**config.mk**
```make
export PLATFORM = sky130hd
export DESIGN_NAME = wdrsu_dev_flat
export DESIGN_NICKNAME = d
export VERILOG_FILES = /design/src/wdrsu_pkg.sv /design/src/wdrsu_sfr_if.sv /design/src/wdrsu_dev.sv /design/src/flat_wrapper.sv
export SDC_FILE = /design/constraint.sdc
export NUM_CORES = 1
export LEC_CHECK = 0
export BUFFER_PORTS_ARGS = -buffer_cell sky130_fd_sc_hd__buf_2
export CAP_MARGIN = 20
export CORE_MARGIN = 2
export CORE_UTILIZATION = 56
export DETAILED_ROUTE_END_ITERATION = 10
export PLACE_DENSITY = 0.79
export SLEW_MARGIN = 0
export SYNTH_ARGS = -nofsm -noshare
export SYNTH_HDL_FRONTEND = slang
export SYNTH_SLANG_ARGS = --single-unit
```
**constraint.sdc**
```tcl
create_clock -name hclk -period 2.85 [get_ports hclk]
set_input_delay 0.57 -clock hclk [delete_from_list [all_inputs] [get_ports hclk]]
set_output_delay 0.57 -clock hclk [all_outputs]
set_load 0.01 [all_outputs]
```
**src/wdrsu_pkg.sv**
```systemverilog
// Constants, types and helpers shared by the watchdog / reset source unit and its core end.
// Assumes a single system clock; all bus ends sample synchronously to it.
package wdrsu_pkg;

  // ----------------------------------------------------------------
  // Special function register addresses and fields
  // ----------------------------------------------------------------
  localparam logic [7:0] SFR_RESET_CAUSE = 8'hEF;
  localparam logic [7:0] SFR_WDT_CTRL = 8'hFF;
  localparam logic [7:0] RESET_CAUSE_RST = 8'h00;
  localparam int BIT_CNV = 6;
  localparam int BIT_CMP = 5;
  localparam int BIT_SWR = 4;
  localparam int BIT_WDF = 3;
  localparam int BIT_MCD = 2;
  localparam int BIT_POR = 1;
  localparam int BIT_PIN = 0;
  localparam int BIT_WDT_ACTIVE = 4;
  localparam int BIT_INTV_WR_N = 7;

  // ----------------------------------------------------------------
  // Watchdog codes and timing
  // ----------------------------------------------------------------
  localparam logic [7:0] WDT_RESTART = 8'hA5;
  localparam logic [7:0] WDT_DIS_FIRST = 8'hDE;
  localparam logic [7:0] WDT_DIS_SECOND = 8'hAD;
  localparam logic [7:0] WDT_LOCK = 8'hFF;
  localparam int WDT_CNT_W = 21;
  localparam logic [2:0] WDT_INTV_RST = 3'h7;
  localparam logic [2:0] WDT_DIS_WINDOW = 3'h4;
  localparam logic [3:0] RST_MIN_CYC = 4'hC;

  // ----------------------------------------------------------------
  // Core-side bus registers
  // ----------------------------------------------------------------
  localparam logic [31:0] CORE_CMD_OFS = 32'h0000_0000;
  localparam logic [31:0] CORE_STAT_OFS = 32'h0000_0004;
  localparam int CMD_ADDR_LSB = 0;
  localparam int CMD_DATA_LSB = 8;
  localparam int CMD_WRITE_BIT = 16;
  localparam int STAT_BUSY_BIT = 8;

  typedef enum logic [1:0] {ST_RUN, ST_HOLD} wdrsu_state_t;
  typedef enum logic [1:0] {CS_IDLE, CS_WRITE, CS_READ, CS_CAPTURE} wdrsu_core_state_t;
  typedef enum logic [2:0] {
    CAUSE_POR, CAUSE_PIN, CAUSE_MCD, CAUSE_CMP, CAUSE_CNV, CAUSE_WDT, CAUSE_SWR
  } wdrsu_cause_t;

  // Timeout of 4^(3+intv) clocks equals a shift of 6+2*intv
  function automatic logic [WDT_CNT_W-1:0] wdrsu_wdt_limit(input logic [2:0] intv);
    logic [4:0] sh;
    sh = 5'(5'h06 + {1'b0, intv, 1'b0});
    return WDT_CNT_W'(21'h000001 << sh);
  endfunction : wdrsu_wdt_limit

endpackage : wdrsu_pkg

```
**src/wdrsu_sfr_if.sv**
```systemverilog
// Special function register port between the processor core end and the reset unit.
// Both ends share hclk; strobes are one-cycle pulses.
`timescale 1ns/1ps
interface wdrsu_sfr_if;
  logic [7:0] sfr_addr;
  logic sfr_wr;
  logic sfr_rd;
  logic [7:0] sfr_wdata;
  logic [7:0] sfr_rdata;

  modport device (
    input sfr_addr,
    input sfr_wr,
    input sfr_rd,
    input sfr_wdata,
    output sfr_rdata
  );

  modport core (
    output sfr_addr,
    output sfr_wr,
    output sfr_rd,
    output sfr_wdata,
    input sfr_rdata
  );
endinterface : wdrsu_sfr_if

```
**src/wdrsu_dev.sv**
```systemverilog
// Watchdog timer and reset source enable / flag logic.
// Assumes hresetn is the power-on reset and all event inputs are synchronous to hclk.
// Function
// - Reset-cause bit 5 enables comparator reset
// - Comparator reset fires when plus below minus
// - Bit 5 reads one only after comparator reset
// - Internal causes leave the reset pin alone
// - Reset-cause bit 6 enables convert-start reset
// - Convert-start reset is active-low level
// - Bit 6 reads one only after convert-start reset
// - Watchdog overflow resets, flagged in bit 3
// - After reset watchdog runs, interval 111b
// - Watchdog uses 21-bit counter on system clock
// - Code A5 enables and restarts watchdog
// - DE then AD within 4 clocks disables
// - Code FF locks out disable until reset
// - Timeout is 4^(3+interval) clock periods
// - Interval written only when bit 7 clear
// - Read gives interval and active bit 4
// - Bit 4 write forces internal reset, flagged
// - Bit 2 enables missing clock reset, flags it
// - Bit 1 selects supply monitor when pin enabled
// - Bit 1 flags power-on or monitor reset
// - Bit 0 write forces power-on, pin low
// - Software enables sources only after setup
// - Other causes clear the power-on flag
`timescale 1ns/1ps
module wdrsu_dev (
  input wire logic hclk,
  input wire logic hresetn,
  wdrsu_sfr_if.device sfr,
  input wire logic cmp_plus_above,
  input wire logic convert_start_input,
  input wire logic supply_monitor_enable_pin,
  input wire logic supply_low,
  input wire logic missing_clock_timeout,
  input wire logic rst_pin_in,
  output logic rst_pin_out,
  output logic rst_pin_oe,
  output logic sys_reset
);

  // ----------------------------------------------------------------
  // Register access decode
  // ----------------------------------------------------------------
  wdrsu_pkg::wdrsu_state_t state_q;
  wdrsu_pkg::wdrsu_cause_t cause_d;
  logic [7:0] flags_q;
  logic cmp_en_q, cnv_en_q, mcd_en_q, mon_sel_q;
  logic wdt_en_q, wdt_lock_q;
  logic [2:0] wdt_intv_q;
  logic [2:0] dis_win_q;
  logic [wdrsu_pkg::WDT_CNT_W-1:0] wdt_cnt_q;
  logic [3:0] hold_q;
  logic pin_drive_q;
  logic [7:0] rdata_q;

  wire running = (state_q == wdrsu_pkg::ST_RUN);
  // Writes landing while the unit is held in reset are dropped
  wire wr_rsrc = sfr.sfr_wr & running & (sfr.sfr_addr == wdrsu_pkg::SFR_RESET_CAUSE);
  wire wr_wdt = sfr.sfr_wr & running & (sfr.sfr_addr == wdrsu_pkg::SFR_WDT_CTRL);
  wire [7:0] wd = sfr.sfr_wdata;
  wire wr_restart = wr_wdt & (wd == wdrsu_pkg::WDT_RESTART);
  wire wr_dis1 = wr_wdt & (wd == wdrsu_pkg::WDT_DIS_FIRST) & ~wdt_lock_q;
  wire wr_dis2 = wr_wdt & (wd == wdrsu_pkg::WDT_DIS_SECOND) & ~wdt_lock_q & (dis_win_q != 3'h0);
  wire wr_lock = wr_wdt & (wd == wdrsu_pkg::WDT_LOCK);
  wire wr_intv = wr_wdt & ~wd[wdrsu_pkg::BIT_INTV_WR_N];

  // ----------------------------------------------------------------
  // Reset sources
  // ----------------------------------------------------------------
  wire [wdrsu_pkg::WDT_CNT_W-1:0] wdt_last =
    wdrsu_pkg::WDT_CNT_W'(wdrsu_pkg::wdrsu_wdt_limit(wdt_intv_q) - 21'h000001);
  wire cmp_trip = cmp_en_q & ~cmp_plus_above;
  wire cnv_trip = cnv_en_q & ~convert_start_input;
  wire mon_trip = supply_monitor_enable_pin & mon_sel_q & supply_low;
  wire mcd_trip = mcd_en_q & missing_clock_timeout;
  // Our own pin drive must not read back as an external pin reset
  wire pin_trip = ~rst_pin_in & ~pin_drive_q;
  wire wdt_trip = wdt_en_q & (wdt_cnt_q == wdt_last);
  wire swr_trip = wr_rsrc & wd[wdrsu_pkg::BIT_SWR];
  wire por_force = wr_rsrc & wd[wdrsu_pkg::BIT_PIN];
  wire level_hold = cmp_trip | cnv_trip | mon_trip | pin_trip;
  wire any_trip = level_hold | mcd_trip | wdt_trip | swr_trip | por_force;
  wire release_now = ~running & (hold_q == 4'h0) & ~level_hold;
  // Only power-on class resets drive the pin
  wire drive_pin = mon_trip | por_force;

  always_comb begin
    if (mon_trip | por_force) begin
      cause_d = wdrsu_pkg::CAUSE_POR;
    end else if (pin_trip) begin
      cause_d = wdrsu_pkg::CAUSE_PIN;
    end else if (mcd_trip) begin
      cause_d = wdrsu_pkg::CAUSE_MCD;
    end else if (cmp_trip) begin
      cause_d = wdrsu_pkg::CAUSE_CMP;
    end else if (cnv_trip) begin
      cause_d = wdrsu_pkg::CAUSE_CNV;
    end else if (wdt_trip) begin
      cause_d = wdrsu_pkg::CAUSE_WDT;
    end else begin
      cause_d = wdrsu_pkg::CAUSE_SWR;
    end
  end

  // One-hot flag image; every cause clears all other flags
  logic [7:0] flags_d;
  always_comb begin
    flags_d = wdrsu_pkg::RESET_CAUSE_RST;
    unique case (cause_d)
      wdrsu_pkg::CAUSE_POR: flags_d[wdrsu_pkg::BIT_POR] = 1'b1;
      wdrsu_pkg::CAUSE_PIN: flags_d[wdrsu_pkg::BIT_PIN] = 1'b1;
      wdrsu_pkg::CAUSE_MCD: flags_d[wdrsu_pkg::BIT_MCD] = 1'b1;
      wdrsu_pkg::CAUSE_CMP: flags_d[wdrsu_pkg::BIT_CMP] = 1'b1;
      wdrsu_pkg::CAUSE_CNV: flags_d[wdrsu_pkg::BIT_CNV] = 1'b1;
      wdrsu_pkg::CAUSE_WDT: flags_d[wdrsu_pkg::BIT_WDF] = 1'b1;
      wdrsu_pkg::CAUSE_SWR: flags_d[wdrsu_pkg::BIT_SWR] = 1'b1;
    endcase
  end

  // ----------------------------------------------------------------
  // Reset sequencer and flags
  // ----------------------------------------------------------------
  always_ff @(posedge hclk or negedge hresetn) begin
    if (!hresetn) begin
      state_q <= wdrsu_pkg::ST_RUN;
      hold_q <= 4'h0;
      pin_drive_q <= 1'b0;
      flags_q <= 8'h02;
    end else if (running & any_trip) begin
      state_q <= wdrsu_pkg::ST_HOLD;
      hold_q <= wdrsu_pkg::RST_MIN_CYC;
      pin_drive_q <= drive_pin;
      flags_q <= flags_d;
    end else if (release_now) begin
      state_q <= wdrsu_pkg::ST_RUN;
      pin_drive_q <= 1'b0;
    end else if (hold_q != 4'h0) begin
      hold_q <= hold_q - 4'h1;
    end
  end

  // ----------------------------------------------------------------
  // Source enables; cleared by every reset except monitor select
  // ----------------------------------------------------------------
  always_ff @(posedge hclk or negedge hresetn) begin
    if (!hresetn) begin
      cmp_en_q <= 1'b0;
      cnv_en_q <= 1'b0;
      mcd_en_q <= 1'b0;
      mon_sel_q <= 1'b1;
    end else if (release_now) begin
      cmp_en_q <= 1'b0;
      cnv_en_q <= 1'b0;
      mcd_en_q <= 1'b0;
      mon_sel_q <= 1'b1;
    end else if (wr_rsrc) begin
      cmp_en_q <= wd[wdrsu_pkg::BIT_CMP];
      cnv_en_q <= wd[wdrsu_pkg::BIT_CNV];
      mcd_en_q <= wd[wdrsu_pkg::BIT_MCD];
      mon_sel_q <= wd[wdrsu_pkg::BIT_POR];
    end
  end

  // ----------------------------------------------------------------
  // Watchdog
  // ----------------------------------------------------------------
  always_ff @(posedge hclk or negedge hresetn) begin
    if (!hresetn) begin
      wdt_en_q <= 1'b1;
      wdt_lock_q <= 1'b0;
      wdt_intv_q <= wdrsu_pkg::WDT_INTV_RST;
    end else if (!running) begin
      wdt_en_q <= 1'b1;
      wdt_lock_q <= 1'b0;
      wdt_intv_q <= wdrsu_pkg::WDT_INTV_RST;
    end else begin
      if (wr_restart) begin
        wdt_en_q <= 1'b1;
      end else if (wr_dis2) begin
        wdt_en_q <= 1'b0;
      end
      if (wr_lock) begin
        wdt_lock_q <= 1'b1;
      end
      if (wr_intv) begin
        wdt_intv_q <= wd[2:0];
      end
    end
  end

  // A pending first disable code expires after four clocks
  always_ff @(posedge hclk or negedge hresetn) begin
    if (!hresetn) begin
      dis_win_q <= 3'h0;
    end else if (!running | wr_dis2) begin
      dis_win_q <= 3'h0;
    end else if (wr_dis1) begin
      dis_win_q <= wdrsu_pkg::WDT_DIS_WINDOW;
    end else if (dis_win_q != 3'h0) begin
      dis_win_q <= dis_win_q - 3'h1;
    end
  end

  always_ff @(posedge hclk or negedge hresetn) begin
    if (!hresetn) begin
      wdt_cnt_q <= '0;
    end else if (!running | wr_restart | ~wdt_en_q) begin
      wdt_cnt_q <= '0;
    end else begin
      wdt_cnt_q <= wdt_cnt_q + 21'h000001;
    end
  end

  // ----------------------------------------------------------------
  // Read path and outputs
  // ----------------------------------------------------------------
  wire [7:0] wdt_view = {3'h0, wdt_en_q, 1'b0, wdt_intv_q};
  wire [7:0] rd_mux = (sfr.sfr_addr == wdrsu_pkg::SFR_RESET_CAUSE) ? flags_q :
                      (sfr.sfr_addr == wdrsu_pkg::SFR_WDT_CTRL) ? wdt_view : 8'h00;

  always_ff @(posedge hclk or negedge hresetn) begin
    if (!hresetn) begin
      rdata_q <= 8'h00;
    end else if (sfr.sfr_rd) begin
      rdata_q <= rd_mux;
    end
  end

  assign sfr.sfr_rdata = rdata_q;
  assign sys_reset = ~running;
  assign rst_pin_out = 1'b0;
  assign rst_pin_oe = pin_drive_q;

endmodule : wdrsu_dev

```
**src/flat_wrapper.sv**
```systemverilog
// flat-port wrapper written by rule: the top's interface ports become plain ports
module wdrsu_dev_flat 
  (hclk, hresetn, cmp_plus_above, convert_start_input, supply_monitor_enable_pin, supply_low, missing_clock_timeout, rst_pin_in, rst_pin_out, rst_pin_oe, sys_reset, sfr_sfr_addr, sfr_sfr_wr, sfr_sfr_rd, sfr_sfr_wdata, sfr_sfr_rdata);
  wdrsu_sfr_if sfr_i ();
  input wire logic hclk;
  input wire logic hresetn;
  input wire logic cmp_plus_above;
  input wire logic convert_start_input;
  input wire logic supply_monitor_enable_pin;
  input wire logic supply_low;
  input wire logic missing_clock_timeout;
  input wire logic rst_pin_in;
  output logic rst_pin_out;
  output logic rst_pin_oe;
  output logic sys_reset;
  input wire logic [$bits(sfr_i.sfr_addr)-1:0] sfr_sfr_addr;
  input wire logic [$bits(sfr_i.sfr_wr)-1:0] sfr_sfr_wr;
  input wire logic [$bits(sfr_i.sfr_rd)-1:0] sfr_sfr_rd;
  input wire logic [$bits(sfr_i.sfr_wdata)-1:0] sfr_sfr_wdata;
  output wire logic [$bits(sfr_i.sfr_rdata)-1:0] sfr_sfr_rdata;
  assign sfr_i.sfr_addr = sfr_sfr_addr;
  assign sfr_i.sfr_wr = sfr_sfr_wr;
  assign sfr_i.sfr_rd = sfr_sfr_rd;
  assign sfr_i.sfr_wdata = sfr_sfr_wdata;
  assign sfr_sfr_rdata = sfr_i.sfr_rdata;
  wdrsu_dev u_core (.hclk(hclk), .hresetn(hresetn), .sfr(sfr_i), .cmp_plus_above(cmp_plus_above), .convert_start_input(convert_start_input), .supply_monitor_enable_pin(supply_monitor_enable_pin), .supply_low(supply_low), .missing_clock_timeout(missing_clock_timeout), .rst_pin_in(rst_pin_in), .rst_pin_out(rst_pin_out), .rst_pin_oe(rst_pin_oe), .sys_reset(sys_reset));
endmodule
```
==> reports/results.txt <==
Power Density -> 532 nW/µm²
post-synthesis mux area share -> 0.0133
die area -> 5990 µm²
Peak VDD IR -> 468 µV
critical-path cell list -> inv_2 > or4_1 > a31oi_1 > o22ai_1 > nor4_4 > o21ai_2 > a22o_1
post-DR vias/cell -> 5.88
final period utilization -> 0.939
Achievable Freq -> 374 MHz
top_reg_cell synth -> dfrtp_1
Max Cap Viol -> 0
HP Class -> in -> async
Chip Height -> 77.4 µm
TritonCTS clock tree -> done
routed length per instance -> 15.7 µm
RSZ-0062 raised after global routing -> false
setup TNS -> 0 ps
Starting Density -> 0.587
maximum buffer depth of the clock tree -> 2
Ant. Diodes -> 0
status -> complete, no violations
Core Area -> 5140 µm²
drt initial violations -> 194
critical path endpoint category -> flip-flop
Slew @ Worst Pin -> 630 ps
complex-gate fraction of the synthesized area -> 0.154
first-pass GRT wire length -> 11300 µm
gpl congestion -> 0.915
CP Buf/Inv Count -> 1
Detailed Route WL -> 6690 µm
Skew-Pair Late Insertion Delay -> 310 ps
ANT nets after route -> 0
simple-gate share of the synthesized area -> 0.242
CP max-delay cell -> dfstp_4
Avg Inst Size Synth -> 9.20 µm²
cell area after layout -> 3350 µm²
Residual DRC -> 0
largest family of logic cells by synthesized area -> simple AND/OR/NAND/NOR gates
Placed Area -> 3230 µm²
gr ovfl total -> 0
CP max stage delay -> 720 ps
adder-cell share of the synthesized area -> 0.0282
CTS sink count -> 53
antenna violations before repair -> 0
flops & latches, synth -> 53
post-synth cell types -> 56
Setup WS pre-CTS -> 185 ps
num ports -> 37
Syn Inst Count -> 328
xor/xnor cell area share of the yosys netlist -> 0.0668
synth warn -> 0
DP Wirelength -> 4800 µm
largest net degree at the start of global routing -> 28
worst setup margin -> 174 ps
Slew headroom -> 0.580
DR pass1 iterations -> 4
Clock Skew -> 10.1 ps
# rows -> 26
All-Layer GR Usage -> 0.233
WP data arrival -> 2890 ps
CTS root buf -> clkbuf_8
Post-layout nets -> 388
# fillers -> 435
Top Family by Delay on Critical Path -> simple AND/OR/NAND/NOR gates
CTS buffer count -> 5
Seq/Total Area, Yosys -> 0.442
setup slack, reg-to-reg -> 170 ps
ratio of cells with drive above 1 in the final layout -> 0.162
Worst Path Max Fanout -> 16
max-slew violations -> 0
critical path class -> reg -> reg
final setup vio count -> 0
DR vias -> 2511
final worst path period need -> 2680 ps
Startpoint Class -> flip-flop
Final Core Density -> 0.651
number of synthesized flops with an enable pin -> 0
Hold Buf Count CTS -> 0
input/output buffers -> 34
Fin Hold WS -> 268 ps
die width -> 77.4 µm
htree depth -> 2
Fin. Hold Viols -> 0
Post-Syn Area -> 3020 µm²
area delta synth->final -> 10.9%
post-synthesis async set-or-reset flop share -> 1.00
vias in the first global route -> 2432
Critical Path RT -> 3060 ps
Reg clk slew, reported paths -> 100 ps
P_leak -> 1.45 nW
[final cells by class]
class	count	area, µm²	area share
Multi-Input combinational cell	240	1540	0.459
Tap cell	70	87.6	0.0262
Inverter	17	63.8	0.0191
Timing Repair Buffer	39	220	0.0658
Clock buffer	6	82.6	0.0247
Clock inverter	2	17.5	0.00524
Sequential cell	53	1340	0.400
[power breakdown]
part | total (mW) | internal (mW) | switching, mW
clock | 0.456 | 0.202 | 0.254
combinational | 0.407 | 0.161 | 0.246
sequential | 0.917 | 0.841 | 0.0763
total | 1.78 | 1.20 | 0.576
[sequential cells by signal, indices dropped and copies added (netlist names), 3 cells and up]
name and cells:
u_core.dis_win_q 3, u_core.flags_q 7, u_core.hold_q 4, u_core.sfr.sfr_rdata 7, u_core.wdt_cnt_q 21, u_core.wdt_intv_q 3
[worst register-to-register path: cells and delay by family, from the launching register on]
family / cells / cell delay, ps
flip-flops: 1 / 720
AND/OR/NAND/NOR: 2 / 940
AO/OA/AOI/OAI: 4 / 820
buffers and inverters: 1 / 90
[stage by stage]
stage / cells / power [mW]
final: 427 / 1.78
after global routing: 427 / 1.87
after CTS: 426 / 1.79
after detailed placement: 418 / 1.33
after global placement: 418 / 1.31
after floorplan: 330 / 1.20
[cells by family (layout without fill, tap and decap cells)]
logic type,after synthesis,after routing
AO/OA/AOI/OAI,67,67
XOR/XNOR,23,23
adder cells (fa/ha/maj),7,7
buffers and inverters,37,64
flip-flops,53,53
multiplexers,4,4
other,2,4
AND/OR/NAND/NOR,135,135
[layer usage]
metal,share of wire,global-route usage,up-vias
li1,-,-,1221
met1,0.46,0.328,1213
met2,0.48,0.364,68
met3,0.052,0.0349,9
met4,0.013,0.0911,0
met5,0,0,-
[worst paths after layout]
check                                                 start                          endpoint  cells past startpoint
max                        u_core.wdt_intv_q[1]$_DFFE_PN1P_     u_core.flags_q[3]$_DFFE_PN0P_                      7
min                                                 hresetn   u_core.dis_win_q[0]$_DFFE_PN0P_                      1
max reg2reg                u_core.wdt_intv_q[1]$_DFFE_PN1P_     u_core.flags_q[3]$_DFFE_PN0P_                      7
min reg2reg                   u_core.flags_q[1]$_DFFE_PN1P_     u_core.flags_q[1]$_DFFE_PN1P_                      2
max in group asynchronous                           hresetn  u_core.wdt_intv_q[0]$_DFFE_PN1P_                      2
min in group hclk             u_core.flags_q[1]$_DFFE_PN1P_     u_core.flags_q[1]$_DFFE_PN1P_                      2
[layout by cell type, fill, tap and decap left out, types with 5 or more instances in the layout]
master / count
ha_1: 6
o21ai_0: 11
buf_2: 34
nand2b_1: 5
nand3_1: 15
xnor2_1: 11
inv_1: 15
clkbuf_8: 6
dfstp_2: 5
nor2_1: 40
and3_1: 10
a32o_1: 5
xor2_1: 12
nor2b_1: 8
a21oi_1: 17
and4_1: 6
nand4_1: 11
nor3_1: 7
nand2_1: 16
dfrtp_1: 47
[cells in the mapped netlist, drive strengths merged (2+ instances only)]
cell type	count	area, µm²
and3b	2	17.5
a21oi	17	85.1
a22o	2	17.5
nor2	40	150
dfstp	6	158
nand2	16	60.1
nor3	8	45.0
nor4	5	46.3
a22oi	4	30.0
nor2b	8	50.1
and3	10	62.6
nand2b	5	31.3
and2	2	12.5
clkbuf	16	60.1
mux2i	4	40.0
o21ai	13	68.8
o221ai	2	17.5
xor2	12	105
o2bb2ai	2	17.5
a311oi	2	17.5
nand4	11	68.8
a31oi	2	12.5
and4	6	52.6
dfrtp	47	1180
ha	6	75.1
a32o	5	50.1
buf	4	31.3
nand3b	2	15.0
inv	17	63.8
conb	2	7.51
a2111oi	2	17.5
nand3	15	75.1
a211o	2	17.5
xnor2	11	96.3
o211ai	4	30.0
a21boi	4	30.0
[what timing repair did]
| action | CTS | global route |
|---|---|---|
| setup buffers | 0 | 1 |
| endpoints found under the setup margin | 0 | 5 |
| gates resized for setup | 0 | 2 |
Note: power is estimated with default switching activity, not from simulation.
